File: config.mk
export PLATFORM = sky130hd
export DESIGN_NAME = gfxcg_top
export DESIGN_NICKNAME = d
export VERILOG_FILES = /design/src/shared/gfxcg_pkg.sv /design/src/hw/gfxcg_fifo.sv /design/src/hw/gfxcg_top.sv
export VERILOG_INCLUDE_DIRS = /design/src /design/src/shared
export SDC_FILE = /design/constraint.sdc
export NUM_CORES = 1
export LEC_CHECK = 0
export BUFFER_PORTS_ARGS = -buffer_cell sky130_fd_sc_hd__buf_2
export CAP_MARGIN = 30
export CORE_UTILIZATION = 45
export CTS_CLUSTER_SIZE = 40
export DETAILED_ROUTE_END_ITERATION = 7
export HOLD_SLACK_MARGIN = 0.02
export PLACE_DENSITY = 0.66
export SYNTH_ARGS = -nofsm -noshare
export SYNTH_HDL_FRONTEND = slang
export SYNTH_HIERARCHICAL = 1
export SYNTH_SLANG_ARGS = --single-unit
File: constraint.sdc
create_clock -name CLK_SYS -period 6 [get_ports CLK_SYS]
set_clock_uncertainty 0.2 [all_clocks]
set_input_delay 0.6 -clock CLK_SYS [delete_from_list [all_inputs] [get_ports CLK_SYS]]
set_output_delay 0.6 -clock CLK_SYS [all_outputs]
set_load 0.03 [all_outputs]
File: src/shared/gfxcg_map.svh
`ifndef GFXCG_MAP_SVH
`define GFXCG_MAP_SVH
// register offsets on the bus slave window
`define GFXCG_OFS_TIMEOUT 8'h00
`define GFXCG_OFS_STATUS  8'h04
`define GFXCG_OFS_TILE_DATA 8'h08
// reset value of the idle timeout count
`define GFXCG_TIMEOUT_RST 16'h0040
// clock settling interval, in CLK_SYS cycles
`define GFXCG_SETTLE_CYC  3'h4
// tile accelerator input buffer
`define GFXCG_FIFO_W      32
`define GFXCG_FIFO_D      32
// command word fields
`define GFXCG_CMD_3D      31
`define GFXCG_CMD_WE      29
// most split transfers in flight on the memory port
`define GFXCG_MAX_OUT     3'h4
`endif

File: src/shared/gfxcg_pkg.sv
package gfxcg_pkg;
   typedef enum logic [1:0] {
      ST_WATCH  = 2'b00,
      ST_SETTLE = 2'b01,
      ST_RUN    = 2'b11
   } gfxcg_state_t;
   typedef enum logic [1:0] {
      HR_OKAY  = 2'b00,
      HR_ERROR = 2'b01,
      HR_RETRY = 2'b10
   } gfxcg_hresp_t;
   typedef enum logic [1:0] {
      MD_ALL_OFF = 2'b00,
      MD_IDLE    = 2'b01,
      MD_2D      = 2'b10,
      MD_3D      = 2'b11
   } gfxcg_mode_t;
endpackage

File: src/hw/gfxcg_fifo.sv
`timescale 1ns/1ps
`default_nettype none
module gfxcg_fifo #(
   parameter int W = 32,
   parameter int D = 32
) (
   input  wire logic                 clk,
   input  wire logic                 rst_n,
   input  wire logic                 ce,
   input  wire logic                 in_valid,
   output logic                      in_ready,
   input  wire logic [W-1:0]         in_data,
   output logic                      out_valid,
   input  wire logic                 out_ready,
   output logic [W-1:0]              out_data,
   output logic [$clog2(D+1)-1:0]    level
);
   localparam int AW = $clog2(D);
   logic [W-1:0]            mem [D];
   logic [AW-1:0]           rd_ptr;
   logic [AW-1:0]           wr_ptr;
   logic [$clog2(D+1)-1:0]  next_level;
   logic                    push;
   logic                    pop;

   always_comb begin
      push       = in_valid && in_ready;
      pop        = out_valid && out_ready;
      next_level = level;
      if (push && !pop) begin
         next_level = level + 1'b1;
      end else if (pop && !push) begin
         next_level = level - 1'b1;
      end
   end

   assign in_ready  = (level != D[$clog2(D+1)-1:0]);
   assign out_valid = (level != '0);
   assign out_data  = mem[rd_ptr];

   always_ff @(posedge clk or negedge rst_n) begin
      if (!rst_n) begin
         rd_ptr <= '0;
         wr_ptr <= '0;
         level  <= '0;
      end else if (ce) begin
         if (push) begin
            wr_ptr <= (wr_ptr == AW'(D - 1)) ? '0 : wr_ptr + 1'b1;
         end
         if (pop) begin
            rd_ptr <= (rd_ptr == AW'(D - 1)) ? '0 : rd_ptr + 1'b1;
         end
         level <= next_level;
      end
   end

   // storage has no reset: it is only read below the level
   always_ff @(posedge clk) begin
      if (ce && push) begin
         mem[wr_ptr] <= in_data;
      end
   end
endmodule
`default_nettype wire

File: src/hw/gfxcg_top.sv
`timescale 1ns/1ps
`default_nettype none
`include "gfxcg_map.svh"
module gfxcg_top
   import gfxcg_pkg::*;
(
   input  wire logic        CLK_SYS,
   input  wire logic        RESET_N,
   input  wire logic        CE,
   input  wire logic        HSEL,
   input  wire logic [1:0]  HTRANS,
   input  wire logic        HWRITE,
   input  wire logic [7:0]  HADDR,
   input  wire logic        HREADY,
   input  wire logic [31:0] HWDATA,
   output logic [31:0]      HRDATA,
   output logic             HREADYOUT,
   output logic [1:0]       HRESP,
   output logic             GMP_REQ,
   output logic             GMP_WE,
   output logic [31:0]      GMP_ADDR,
   output logic [31:0]      GMP_WDATA,
   input  wire logic        GMP_ACK,
   input  wire logic        GMP_RVALID,
   input  wire logic        PWRDN_REQ,
   output logic             GATE_BUS,
   output logic             GATE_CORE,
   output logic             GATE_3D,
   output logic [1:0]       MODE
);
   // ---------------------------------------------------------------
   // bus slave
   // ---------------------------------------------------------------
   logic         dp_valid, dp_write, resp_second, dp_gated;
   logic [7:0]   dp_addr;
   logic [1:0]   resp_code;
   logic [15:0]  timeout;
   logic         next_dp_valid, next_dp_write, next_resp_second, next_dp_gated;
   logic [7:0]   next_dp_addr;
   logic [1:0]   next_resp_code;
   logic [15:0]  next_timeout;
   logic [31:0]  next_hrdata;
   logic         ap, dp_err, dp_rty, bad, acc_ok, push;
   logic         fifo_in_ready, fifo_out_valid, pop;
   logic [31:0]  head;
   logic [5:0]   fifo_level;
   logic         bus_gated;
   logic [2:0]   outst;
   gfxcg_state_t state;

   always_comb begin
      ap       = HSEL && HTRANS[1] && HREADY;
      dp_err   = dp_valid && !(dp_addr == `GFXCG_OFS_TIMEOUT || dp_addr == `GFXCG_OFS_STATUS
                               || dp_addr == `GFXCG_OFS_TILE_DATA);
      // gate state latched with the address: the wake clears it at that same edge
      dp_rty   = dp_valid && !dp_err && (dp_gated || (dp_write
                 && dp_addr == `GFXCG_OFS_TILE_DATA && !fifo_in_ready));
      bad      = (dp_err || dp_rty) && !resp_second;
      acc_ok   = dp_valid && !dp_err && !dp_rty && !resp_second;
      push     = acc_ok && dp_write && dp_addr == `GFXCG_OFS_TILE_DATA;
      next_timeout = timeout;
      if (acc_ok && dp_write && dp_addr == `GFXCG_OFS_TIMEOUT) begin
         next_timeout = HWDATA[15:0];
      end
      next_resp_second = bad;
      next_resp_code   = dp_err ? HR_ERROR : HR_RETRY;
      next_dp_valid    = dp_valid;
      next_dp_gated    = dp_gated;
      next_dp_write    = dp_write;
      next_dp_addr     = dp_addr;
      next_hrdata      = HRDATA;
      if (!bad) begin
         next_dp_valid = ap;
         next_dp_write = HWRITE;
         next_dp_addr  = HADDR;
         next_dp_gated = bus_gated;
         next_hrdata   = 32'h0000_0000;
         if (ap && !HWRITE && HADDR == `GFXCG_OFS_TIMEOUT) begin
            next_hrdata = {16'h0000, timeout};
         end else if (ap && !HWRITE && HADDR == `GFXCG_OFS_STATUS) begin
            next_hrdata = {21'h000000, fifo_level, outst, MODE};
         end
      end
   end

   always_comb begin
      HREADYOUT = !bad;
      if (resp_second) begin
         HRESP = resp_code;
      end else if (bad) begin
         HRESP = dp_err ? HR_ERROR : HR_RETRY;
      end else begin
         HRESP = HR_OKAY;
      end
   end

   always_ff @(posedge CLK_SYS or negedge RESET_N) begin
      if (!RESET_N) begin
         dp_valid    <= 1'b0;
         dp_write    <= 1'b0;
         dp_addr     <= 8'h00;
         dp_gated    <= 1'b0;
         resp_second <= 1'b0;
         resp_code   <= HR_OKAY;
         timeout     <= `GFXCG_TIMEOUT_RST;
         HRDATA      <= 32'h0000_0000;
      end else if (CE) begin
         dp_valid    <= next_dp_valid;
         dp_write    <= next_dp_write;
         dp_addr     <= next_dp_addr;
         dp_gated    <= next_dp_gated;
         resp_second <= next_resp_second;
         resp_code   <= next_resp_code;
         timeout     <= next_timeout;
         HRDATA      <= next_hrdata;
      end
   end

   gfxcg_fifo #(
      .W (`GFXCG_FIFO_W),
      .D (`GFXCG_FIFO_D)
   ) u_tile_fifo (
      .clk       (CLK_SYS),
      .rst_n     (RESET_N),
      .ce        (CE),
      .in_valid  (push),
      .in_ready  (fifo_in_ready),
      .in_data   (HWDATA),
      .out_valid (fifo_out_valid),
      .out_ready (pop),
      .out_data  (head),
      .level     (fifo_level)
   );

   // ---------------------------------------------------------------
   // memory port master and idle gating
   // ---------------------------------------------------------------
   logic         need_core, need_3d;
   logic [2:0]   settle;
   logic [15:0]  cnt_core, cnt_3d;
   gfxcg_state_t next_state;
   logic         next_need_core, next_need_3d, next_bus_gated;
   logic [2:0]   next_settle, next_outst;
   logic [15:0]  next_cnt_core, next_cnt_3d;
   logic         next_req, next_we;
   logic [31:0]  next_addr, next_wdata;
   logic         act_core, act_3d, head_3d, fits;

   always_comb begin
      head_3d  = fifo_out_valid && head[`GFXCG_CMD_3D];
      fits     = !head[`GFXCG_CMD_3D] || need_3d;
      // consume only on running, settled clocks with room on the port
      pop      = fifo_out_valid && state == ST_RUN && need_core && fits
                 && (!GMP_REQ || GMP_ACK) && outst + {2'h0, GMP_REQ} < `GFXCG_MAX_OUT;
      act_core = fifo_out_valid || GMP_REQ || outst != 3'h0 || HSEL;
      act_3d   = head_3d;
      next_req   = GMP_REQ && !GMP_ACK;
      next_we    = GMP_WE;
      next_addr  = GMP_ADDR;
      next_wdata = GMP_WDATA;
      if (pop) begin
         next_req   = 1'b1;
         next_we    = head[`GFXCG_CMD_WE];
         next_addr  = {3'h0, head[28:0]};
         next_wdata = head;
      end
      next_outst = outst + {2'h0, GMP_REQ && GMP_ACK} - {2'h0, GMP_RVALID && outst != 3'h0};
      next_state     = state;
      next_need_core = need_core;
      next_need_3d   = need_3d;
      next_settle    = settle;
      next_cnt_core  = cnt_core;
      next_cnt_3d    = cnt_3d;
      unique case (state)
         ST_WATCH: begin
            if (fifo_out_valid) begin
               next_need_core = 1'b1;
               next_need_3d   = head[`GFXCG_CMD_3D];
               next_settle    = `GFXCG_SETTLE_CYC - 3'h1;
               next_state     = ST_SETTLE;
            end
         end
         ST_SETTLE: begin
            next_settle = settle - 3'h1;
            if (settle == 3'h0) begin
               next_cnt_core = timeout;
               next_cnt_3d   = timeout;
               next_state    = ST_RUN;
            end
         end
         ST_RUN: begin
            if (head_3d && !need_3d) begin
               // 3D work behind a gated 3D clock: ungate and settle again
               next_need_3d = 1'b1;
               next_settle  = `GFXCG_SETTLE_CYC - 3'h1;
               next_state   = ST_SETTLE;
            end else begin
               if (act_core) begin
                  next_cnt_core = timeout;
               end else if (cnt_core != 16'h0000) begin
                  next_cnt_core = cnt_core - 16'h0001;
               end else begin
                  next_need_core = 1'b0;
                  next_need_3d   = 1'b0;
                  next_state     = ST_WATCH;
               end
               if (act_3d) begin
                  next_cnt_3d = timeout;
               end else if (cnt_3d != 16'h0000) begin
                  next_cnt_3d = cnt_3d - 16'h0001;
               end else begin
                  next_need_3d = 1'b0;
               end
            end
         end
         default: begin
            next_state = ST_WATCH;
         end
      endcase
      // bus clock is only given up with nothing pending at all
      next_bus_gated = bus_gated;
      if (HSEL || !PWRDN_REQ) begin
         next_bus_gated = 1'b0;
      end else if (state == ST_WATCH && !fifo_out_valid && !dp_valid) begin
         next_bus_gated = 1'b1;
      end
   end

   always_ff @(posedge CLK_SYS or negedge RESET_N) begin
      if (!RESET_N) begin
         state     <= ST_WATCH;
         need_core <= 1'b0;
         need_3d   <= 1'b0;
         settle    <= 3'h0;
         cnt_core  <= 16'h0000;
         cnt_3d    <= 16'h0000;
         bus_gated <= 1'b0;
         outst     <= 3'h0;
         GMP_REQ   <= 1'b0;
         GMP_WE    <= 1'b0;
         GMP_ADDR  <= 32'h0000_0000;
         GMP_WDATA <= 32'h0000_0000;
      end else if (CE) begin
         state     <= next_state;
         need_core <= next_need_core;
         need_3d   <= next_need_3d;
         settle    <= next_settle;
         cnt_core  <= next_cnt_core;
         cnt_3d    <= next_cnt_3d;
         bus_gated <= next_bus_gated;
         outst     <= next_outst;
         GMP_REQ   <= next_req;
         GMP_WE    <= next_we;
         GMP_ADDR  <= next_addr;
         GMP_WDATA <= next_wdata;
      end
   end

   assign GATE_BUS  = bus_gated;
   assign GATE_CORE = !need_core;
   assign GATE_3D   = !need_3d;
   assign MODE      = bus_gated ? MD_ALL_OFF : !need_core ? MD_IDLE
                      : !need_3d ? MD_2D : MD_3D;
endmodule
`default_nettype wire

Word level (Yosys, flattened, before mapping)

Memories as Yosys holds them, arrays and structs flattened.
Cells that the tools add are included.

Register bits after elaboration: 184
Memories kept: 1
Output and inout bits: 106
Memory bits (writable): 1024
Word-level logic and storage cells: 187
Input port bits: 51

Reductions and logical operators: 86
$lt $le $gt $ge: 1
Eq/ne operators: 18
Add/subtract/negate cells: 10
Mux-type cells: 47
Bitwise gates (word level): 1

Memories:

| name            | depth | bits a word | rd ports | clocked after Yosys merged registers in | wr ports | line             | RTL |
|---|---|---|---|---|---|---|---|
| u_tile_fifo.mem | 32    | 32          | 1        | 0                                       | 1        | gfxcg_fifo.sv:19 | `logic [W-1:0] mem [D];` |

Operator list:

| kind                    | number |
|---|---|
| $mux W16                | 8 |
| $pmux W16 S2            | 2 |
| $logic_and A1 B1 Y1     | 33 |
| $reduce_bool A16 Y1     | 2 |
| $sub A16 B1 Y16 const B | 2 |
| $mux W2                 | 10 |
| $logic_not A1 Y1        | 17 |
| $eq A8 B3 Y1 const B    | 2 |
| $logic_not A8 Y1        | 2 |
| $mux W1                 | 16 |
| $reduce_and A5 Y1       | 3 |
| $reduce_and A2 Y1       | 7 |
| $mux W6                 | 2 |
| $mux W11                | 1 |
| $add A5 B1 Y5 const B   | 2 |
| $eq A5 B5 Y1 const B    | 2 |
| $logic_or A1 B1 Y1      | 10 |
| $mux W5                 | 2 |
| $ne A2 B2 Y1 const B    | 5 |
| $ne A3 B2 Y1 const B    | 3 |
| $pmux W3 S3             | 1 |
| $eq A8 B4 Y1 const B    | 1 |
| $reduce_bool A2 Y1      | 4 |
| $add A3 B1 Y3           | 2 |
| other kinds (21)        | 24 |

Longest topological paths before layout

Depth in word-level cells: 18
Gate-level depth with buffers: 18
Mapped depth without buffers: 14

Hierarchy

The synthesis kept the hierarchy.

By module, submodules not included:

| module     | instances | sequential area each (sq um) | area an instance (sq um) | cells an instance |
|---|---|---|---|---|
| gfxcg_fifo | 1         | 31149.9                      | 39781.9                  | 1824 |
| gfxcg_top  | 1         | 3054.2                       | 6535.0                   | 624 |

Worst setup path after synthesis

Ideal clock, no wire load.

Kind: reg-to-reg
Start: register u_tile_fifo.rd_ptr[0]
End: register u_tile_fifo.level[5]
Library setup time: 0.128 ns
Path buffers: 3
Period minus slack after synthesis: 4.549 ns
Data arrival time: 4.222 ns
Required time: 5.672 ns
Setup slack: 1.451 ns
Cell stages (with the launch flop): 17
Cells stage by stage: dfrtp_1 -> buf_4 -> buf_4 -> buf_2 -> mux4_2 -> a21oi_1 -> a22oi_1 -> nor2b_1 -> nor4_1 -> nand2_1 -> ha_1 -> inv_1 -> ha_1 -> or4b_2 -> o221ai_1 -> nor3b_1 -> xnor2_1

Cells in the longest elaborated chain, start to end: 11
Elaborated cells between the ends (all ways): 13
Those cells by class: 1 x mux; 11 x reduce/logical; 1 x memory

RTL lines:

| what                                   | line             | RTL |
|---|---|---|
| start: declaration                     | gfxcg_fifo.sv:20 | `logic [AW-1:0] rd_ptr;` |
| start signal: assignment               | gfxcg_fifo.sv:51 | `rd_ptr <= (rd_ptr == AW'(D - 1)) ? '0 : rd_ptr + 1'b1;` |
| $mem_v2 Z32 W32 *                      | --               |  |
| net head[31]                           | gfxcg_top.sv:45  | `logic [31:0] head;` |
| $logic_not A1 Y1 *                     | gfxcg_top.sv:151 | `` fits = !head[`GFXCG_CMD_3D] \|\| need_3d; `` |
| $logic_or A1 B1 Y1 *                   | gfxcg_top.sv:151 |  |
| $logic_and A1 B1 Y1 *                  | gfxcg_top.sv:153 | `pop = fifo_out_valid && state == ST_RUN && need_core && fits` |
| $logic_and A1 B1 Y1 *                  | gfxcg_top.sv:154 | `` && (!GMP_REQ \|\| GMP_ACK) && outst + {2'h0, GMP_REQ} < `GFXCG_MAX_OUT; `` |
| $logic_and A1 B1 Y1 (no source line) * | --               |  |
| net pop                                | gfxcg_top.sv:44  | `logic fifo_in_ready, fifo_out_valid, pop;` |
| $logic_and A1 B1 Y1 *                  | gfxcg_fifo.sv:28 | `pop = out_valid && out_ready;` |
| $logic_not A1 Y1                       | gfxcg_fifo.sv:30 | `if (push && !pop) begin` |
| $logic_and A1 B1 Y1                    | gfxcg_fifo.sv:30 |  |
| $reduce_bool A2 Y1 (no source line)    | --               |  |
| $reduce_and A2 Y1 (no source line)     | --               |  |
| end signal: assignment                 | gfxcg_fifo.sv:53 | `level <= next_level;` |
| end: declaration                       | gfxcg_fifo.sv:16 | `output logic [$clog2(D+1)-1:0] level` |

Mark *: on every way through the listed nets, which the timed path passes. The rest lies on a longest branch.
A chain may end at the register's enable or synchronous reset.

Final worst setup path

Same ends and word-level chain as after synthesis.

==> summary.txt <==
Outcome
  • Status: finished clean

Routing
  • 1st-pass router iterations: 5
  • Remaining DRCs: 0
  • Routed wire length: 110,000 um
  • Via/cell ratio: about 6.0
  • Routed Antenna Nets: 0
  • Detailed-route via count: 24,373
  • 1st-iter DRT viols: around 2,400
  • Wire per inst: 26.8 um

Global route
  • Vias in the first global route: about 25,000
  • First-pass GRT wire length: 162,000 um
  • Largest net degree at the start of global routing: 132
  • Total congestion overflow: 0
  • GRT Total Usage: 0.212
  • Initial antenna violation count: 1

STA
  • Rel. slew slack: 0.277
  • Actual slew at the worst max-slew pin: approximately 1.1 ns
  • Final setup vio count: 0
  • Crit share post-route: 0.821
  • PnR worst setup slack: roughly 1.1 ns
  • Final Hold Viols: 0
  • Max-slew violations: 0
  • RSZ-0062 raised after global routing: no
  • Clock period minus worst slack: 4.92 ns
  • Fin Setup TNS: 0 ns
  • Fmax: between 0.2 and 0.25 GHz

Placement
  • Hpwl dp: 64,700 um
  • Placed Cells: 3,856
  • Setup WS pre-CTS: approximately 1.1 ns
  • PortBufs: about 140
  • RD Place Congestion: a little over 0.8

Worst hold path
  • Worst hold path class: in -> reg

Floorplan
  • Die Area: 104,000 sq um
  • FP Rows: 117
  • CORE AREA: around 100,000 sq um
  • Die Y: between 300 and 400 um
  • Die W: 323 um
  • Initial Utilization: 0.455
  • I/O pin count: about 160

Logic synthesis
  • Yosys warns: 6
  • Dominant synthesized flop cell: edfxtp_1
  • Share of synthesized registers carrying an async set or reset: 0.119
  • Number of synthesized flops with an enable pin: just over 1,000
  • Yosys reg bits: between 1,000 and 1,500
  • Synthesized area per cell: roughly 19 sq um
  • Cell count after synthesis: between 2,000 and 2,500
  • Register area share after synthesis: 0.738
  • Post-synthesis cell area: 46,300 sq um
  • Synth unique cells: a little over 80

Clock network
  • Postcts setup bufs: 0
  • Worst-Skew Late Latency: ~0.70 ns
  • TritonCTS Buffers: roughly 110
  • CTS root buf: clkbuf_16
  • CTS sink cnt: between 1,000 and 1,500
  • Max H-tree Level: 3
  • Clock slew seen by the registers of the worst setup and hold paths: 0.06 ns
  • Clock Path Buffers: 3
  • Gates resized, CTS repair: 0
  • TritonCTS clock tree: built
  • Hold_buf cts: 12

Cells and area
  • Final Instance Count excl. Fillers: ~4,000
  • Area added between synthesis and finish: 13.8%
  • ANT cells: 0
  • Share of cells above drive strength 1: 0.260
  • Layout fillers: ~8,100
  • Final #Nets: 2,689

Setup path
  • Worst path cell trace: mux4_2 -> a21oi_1 -> a22oi_1 -> nor2b_1 -> nor4_1 -> buf_4 -> nand2_1 -> ha_1 -> inv_1 -> ha_1 -> or4b_2 -> o221ai_1 -> nor3b_1 -> xnor2_1
  • Critical path data required time: ~6.4 ns
  • Critical Path Most Common Cell: ha_1
  • Cell family with most CP delay: simple AND/OR/NAND/NOR gates
  • Data arrival time of the worst path: roughly 5.3 ns
  • Max incr delay on CP: between 0.8 and 0.9 ns
  • CP max-delay cell: dfrtp_4
  • Crit end category: flop
  • Crit Path Max Fanout: 30
  • CP bufs+invs: 2
  • Startpoint Class: flop
  • Crit Path Class: reg -> reg

Flow run
  • # Max-Cap Violations: 0

Power
  • Total power draw: roughly 17 mW
  • Leak pwr: around 17 nW
  • Power per Cell Area: between 300 and 400 nW/um^2
  • Maximum vdd drop: 0.261 mV
synthesized netlist by cell type (4+ instances only):
| cell | count | area share |
|---|---|---|
| mux4_2 | 193 | 0.094 |
| clkbuf_1 | 69 | 0.0056 |
| nor2b_1 | 5 | 0.00068 |
| nand4_1 | 5 | 0.00068 |
| mux2i_1 | 140 | 0.030 |
| xnor2_1 | 6 | 0.0011 |
| nor2_1 | 82 | 0.0066 |
| a22oi_1 | 94 | 0.015 |
| buf_4 | 82 | 0.013 |
| o22a_1 | 7 | 0.0013 |
| a2bb2oi_1 | 8 | 0.0015 |
| nor3_1 | 23 | 0.0025 |
| ha_1 | 20 | 0.0054 |
| o21ai_1 | 7 | 0.00076 |
| a21oi_1 | 85 | 0.0092 |
| dfrtp_1 | 137 | 0.074 |
| o31ai_1 | 6 | 0.00097 |
| nor3b_1 | 10 | 0.0016 |
| inv_1 | 31 | 0.0025 |
| nand3b_1 | 5 | 0.00081 |
| nand2b_1 | 8 | 0.0011 |
| mux2_2 | 70 | 0.017 |
| and2_1 | 5 | 0.00068 |
| o221ai_1 | 63 | 0.012 |
| nand3_1 | 21 | 0.0023 |
| buf_2 | 33 | 0.0036 |
| o22ai_1 | 7 | 0.00095 |
| nor4_1 | 9 | 0.0012 |
| nand2_1 | 42 | 0.0034 |
| a31oi_1 | 21 | 0.0028 |
| o211ai_1 | 4 | 0.00065 |
| o21ai_0 | 27 | 0.0029 |
| edfxtp_1 | 1024 | 0.66 |
| or3_1 | 10 | 0.0014 |
| and3_1 | 7 | 0.00095 |
| mux2_1 | 11 | 0.0027 |
stage by stage:
step / util / area [sq um] / hold WS (ns)
2_1_floorplan: - / 46400 / 0.104
3_3_place_gp: 0.478 / 48700 / 0.269
3_5_place_dp: 0.478 / 48700 / 0.291
4_1_cts: 0.517 / 52700 / 0.101
5_1_grt: 0.517 / 52700 / 0.127
6_report: 0.517 / 52700 / 0.143
kinds of logic after synthesis:
kind of cell / Yosys count / synth area share
compound gates: 366 / 0.0556
xor+xnor: 8 / 0.00151
fa+ha+maj: 22 / 0.00627
buf+inv: 219 / 0.0254
flops: 1162 / 0.738
mux: 414 / 0.144
other cells: 1 / 0.0000810
simple gates: 256 / 0.0288
placed cells by master, fill, tap and decap left out, drive strengths merged, types with 10 or more instances in the layout:
cell type       n
a21oi          85
a22oi          94
a31oi          21
buf           211
bufinv         14
clkbuf        156
clkinv         39
conb           19
dfrtp         137
dlygate4sd3    12
edfxtp       1024
ha             20
inv            35
mux2           81
mux2i         140
mux4          193
nand2          42
nand3          21
nor2           83
nor3           23
nor3b          10
nor4           13
o21ai          36
o221ai         63
or3            11
worst paths after layout:
check	start	endpoint	slack (ns)	depth (start not counted)
max in group asynchronous	RESET_N	u_tile_fifo/rd_ptr[2]$_DFFE_PN0P_	4.15	3
setup reg to reg	u_tile_fifo/rd_ptr[0]$_DFFE_PN0P_	u_tile_fifo/level[5]$_DFFE_PN0P_	1.08	14
min in group asynchronous	RESET_N	cnt_core[12]$_DFFE_PN0P_	0.17	2
hold / removal	HTRANS[1]	dp_valid$_DFFE_PN0P_	0.14	3
hold reg to reg	settle[0]$_DFFE_PN0P_	settle[0]$_DFFE_PN0P_	0.30	1
setup / recovery	u_tile_fifo/rd_ptr[0]$_DFFE_PN0P_	u_tile_fifo/level[5]$_DFFE_PN0P_	1.08	14
power by group:
group	internal, mW	leakage [nW]	switching [mW]
registers	8.92	11.0	0.151
clock network	4.28	1.89	3.02
logic	0.241	4.36	0.462
worst reg2reg max path: stages (launching register included):
cell,delay (ns)
dfrtp_4,0.83
mux4_2,0.60
a21oi_1,0.28
a22oi_1,0.29
nor2b_1,0.25
nor4_1,0.26
buf_4,0.19
nand2_1,0.08
ha_1,0.26
inv_1,0.18
ha_1,0.30
or4b_2,0.67
o221ai_1,0.18
nor3b_1,0.09
xnor2_1,0.12
registers in the layout (all words and copies together) (netlist names), 2 cells and up:
register and flops:
GMP_WDATA 32, outst 3, u_tile_fifo/wr_ptr 5, u_tile_fifo/level 6
u_tile_fifo/rd_ptr 5, state 2, HRDATA 16, resp_code 2
cnt_3d 16, timeout 16, u_tile_fifo/mem 1024, dp_addr 8
settle 3, cnt_core 16
metal layers:
metal / global-route usage / share of wire / up-vias
met4: 0.0491 / 0.020 / 0
met1: 0.296 / 0.42 / 12915
li1: - / - / 10297
met3: 0.0308 / 0.067 / 154
met5: 0 / 0 / -
met2: 0.353 / 0.50 / 1007
cell type report:
| cell class | instances | area (sq um) | share of cell area |
|---|---|---|---|
| repair buffers | 223 | 1490 | 0.0283 |
| clock buffers | 156 | 3140 | 0.0596 |
| multi-input cells | 1085 | 11300 | 0.214 |
| flip-flops and latches | 1162 | 34200 | 0.649 |
| well taps | 1368 | 1710 | 0.0325 |
| clock inverters | 60 | 736 | 0.0140 |
| inverters | 31 | 116 | 0.00221 |
No activity file was read; power rests on OpenSTA's default activity.
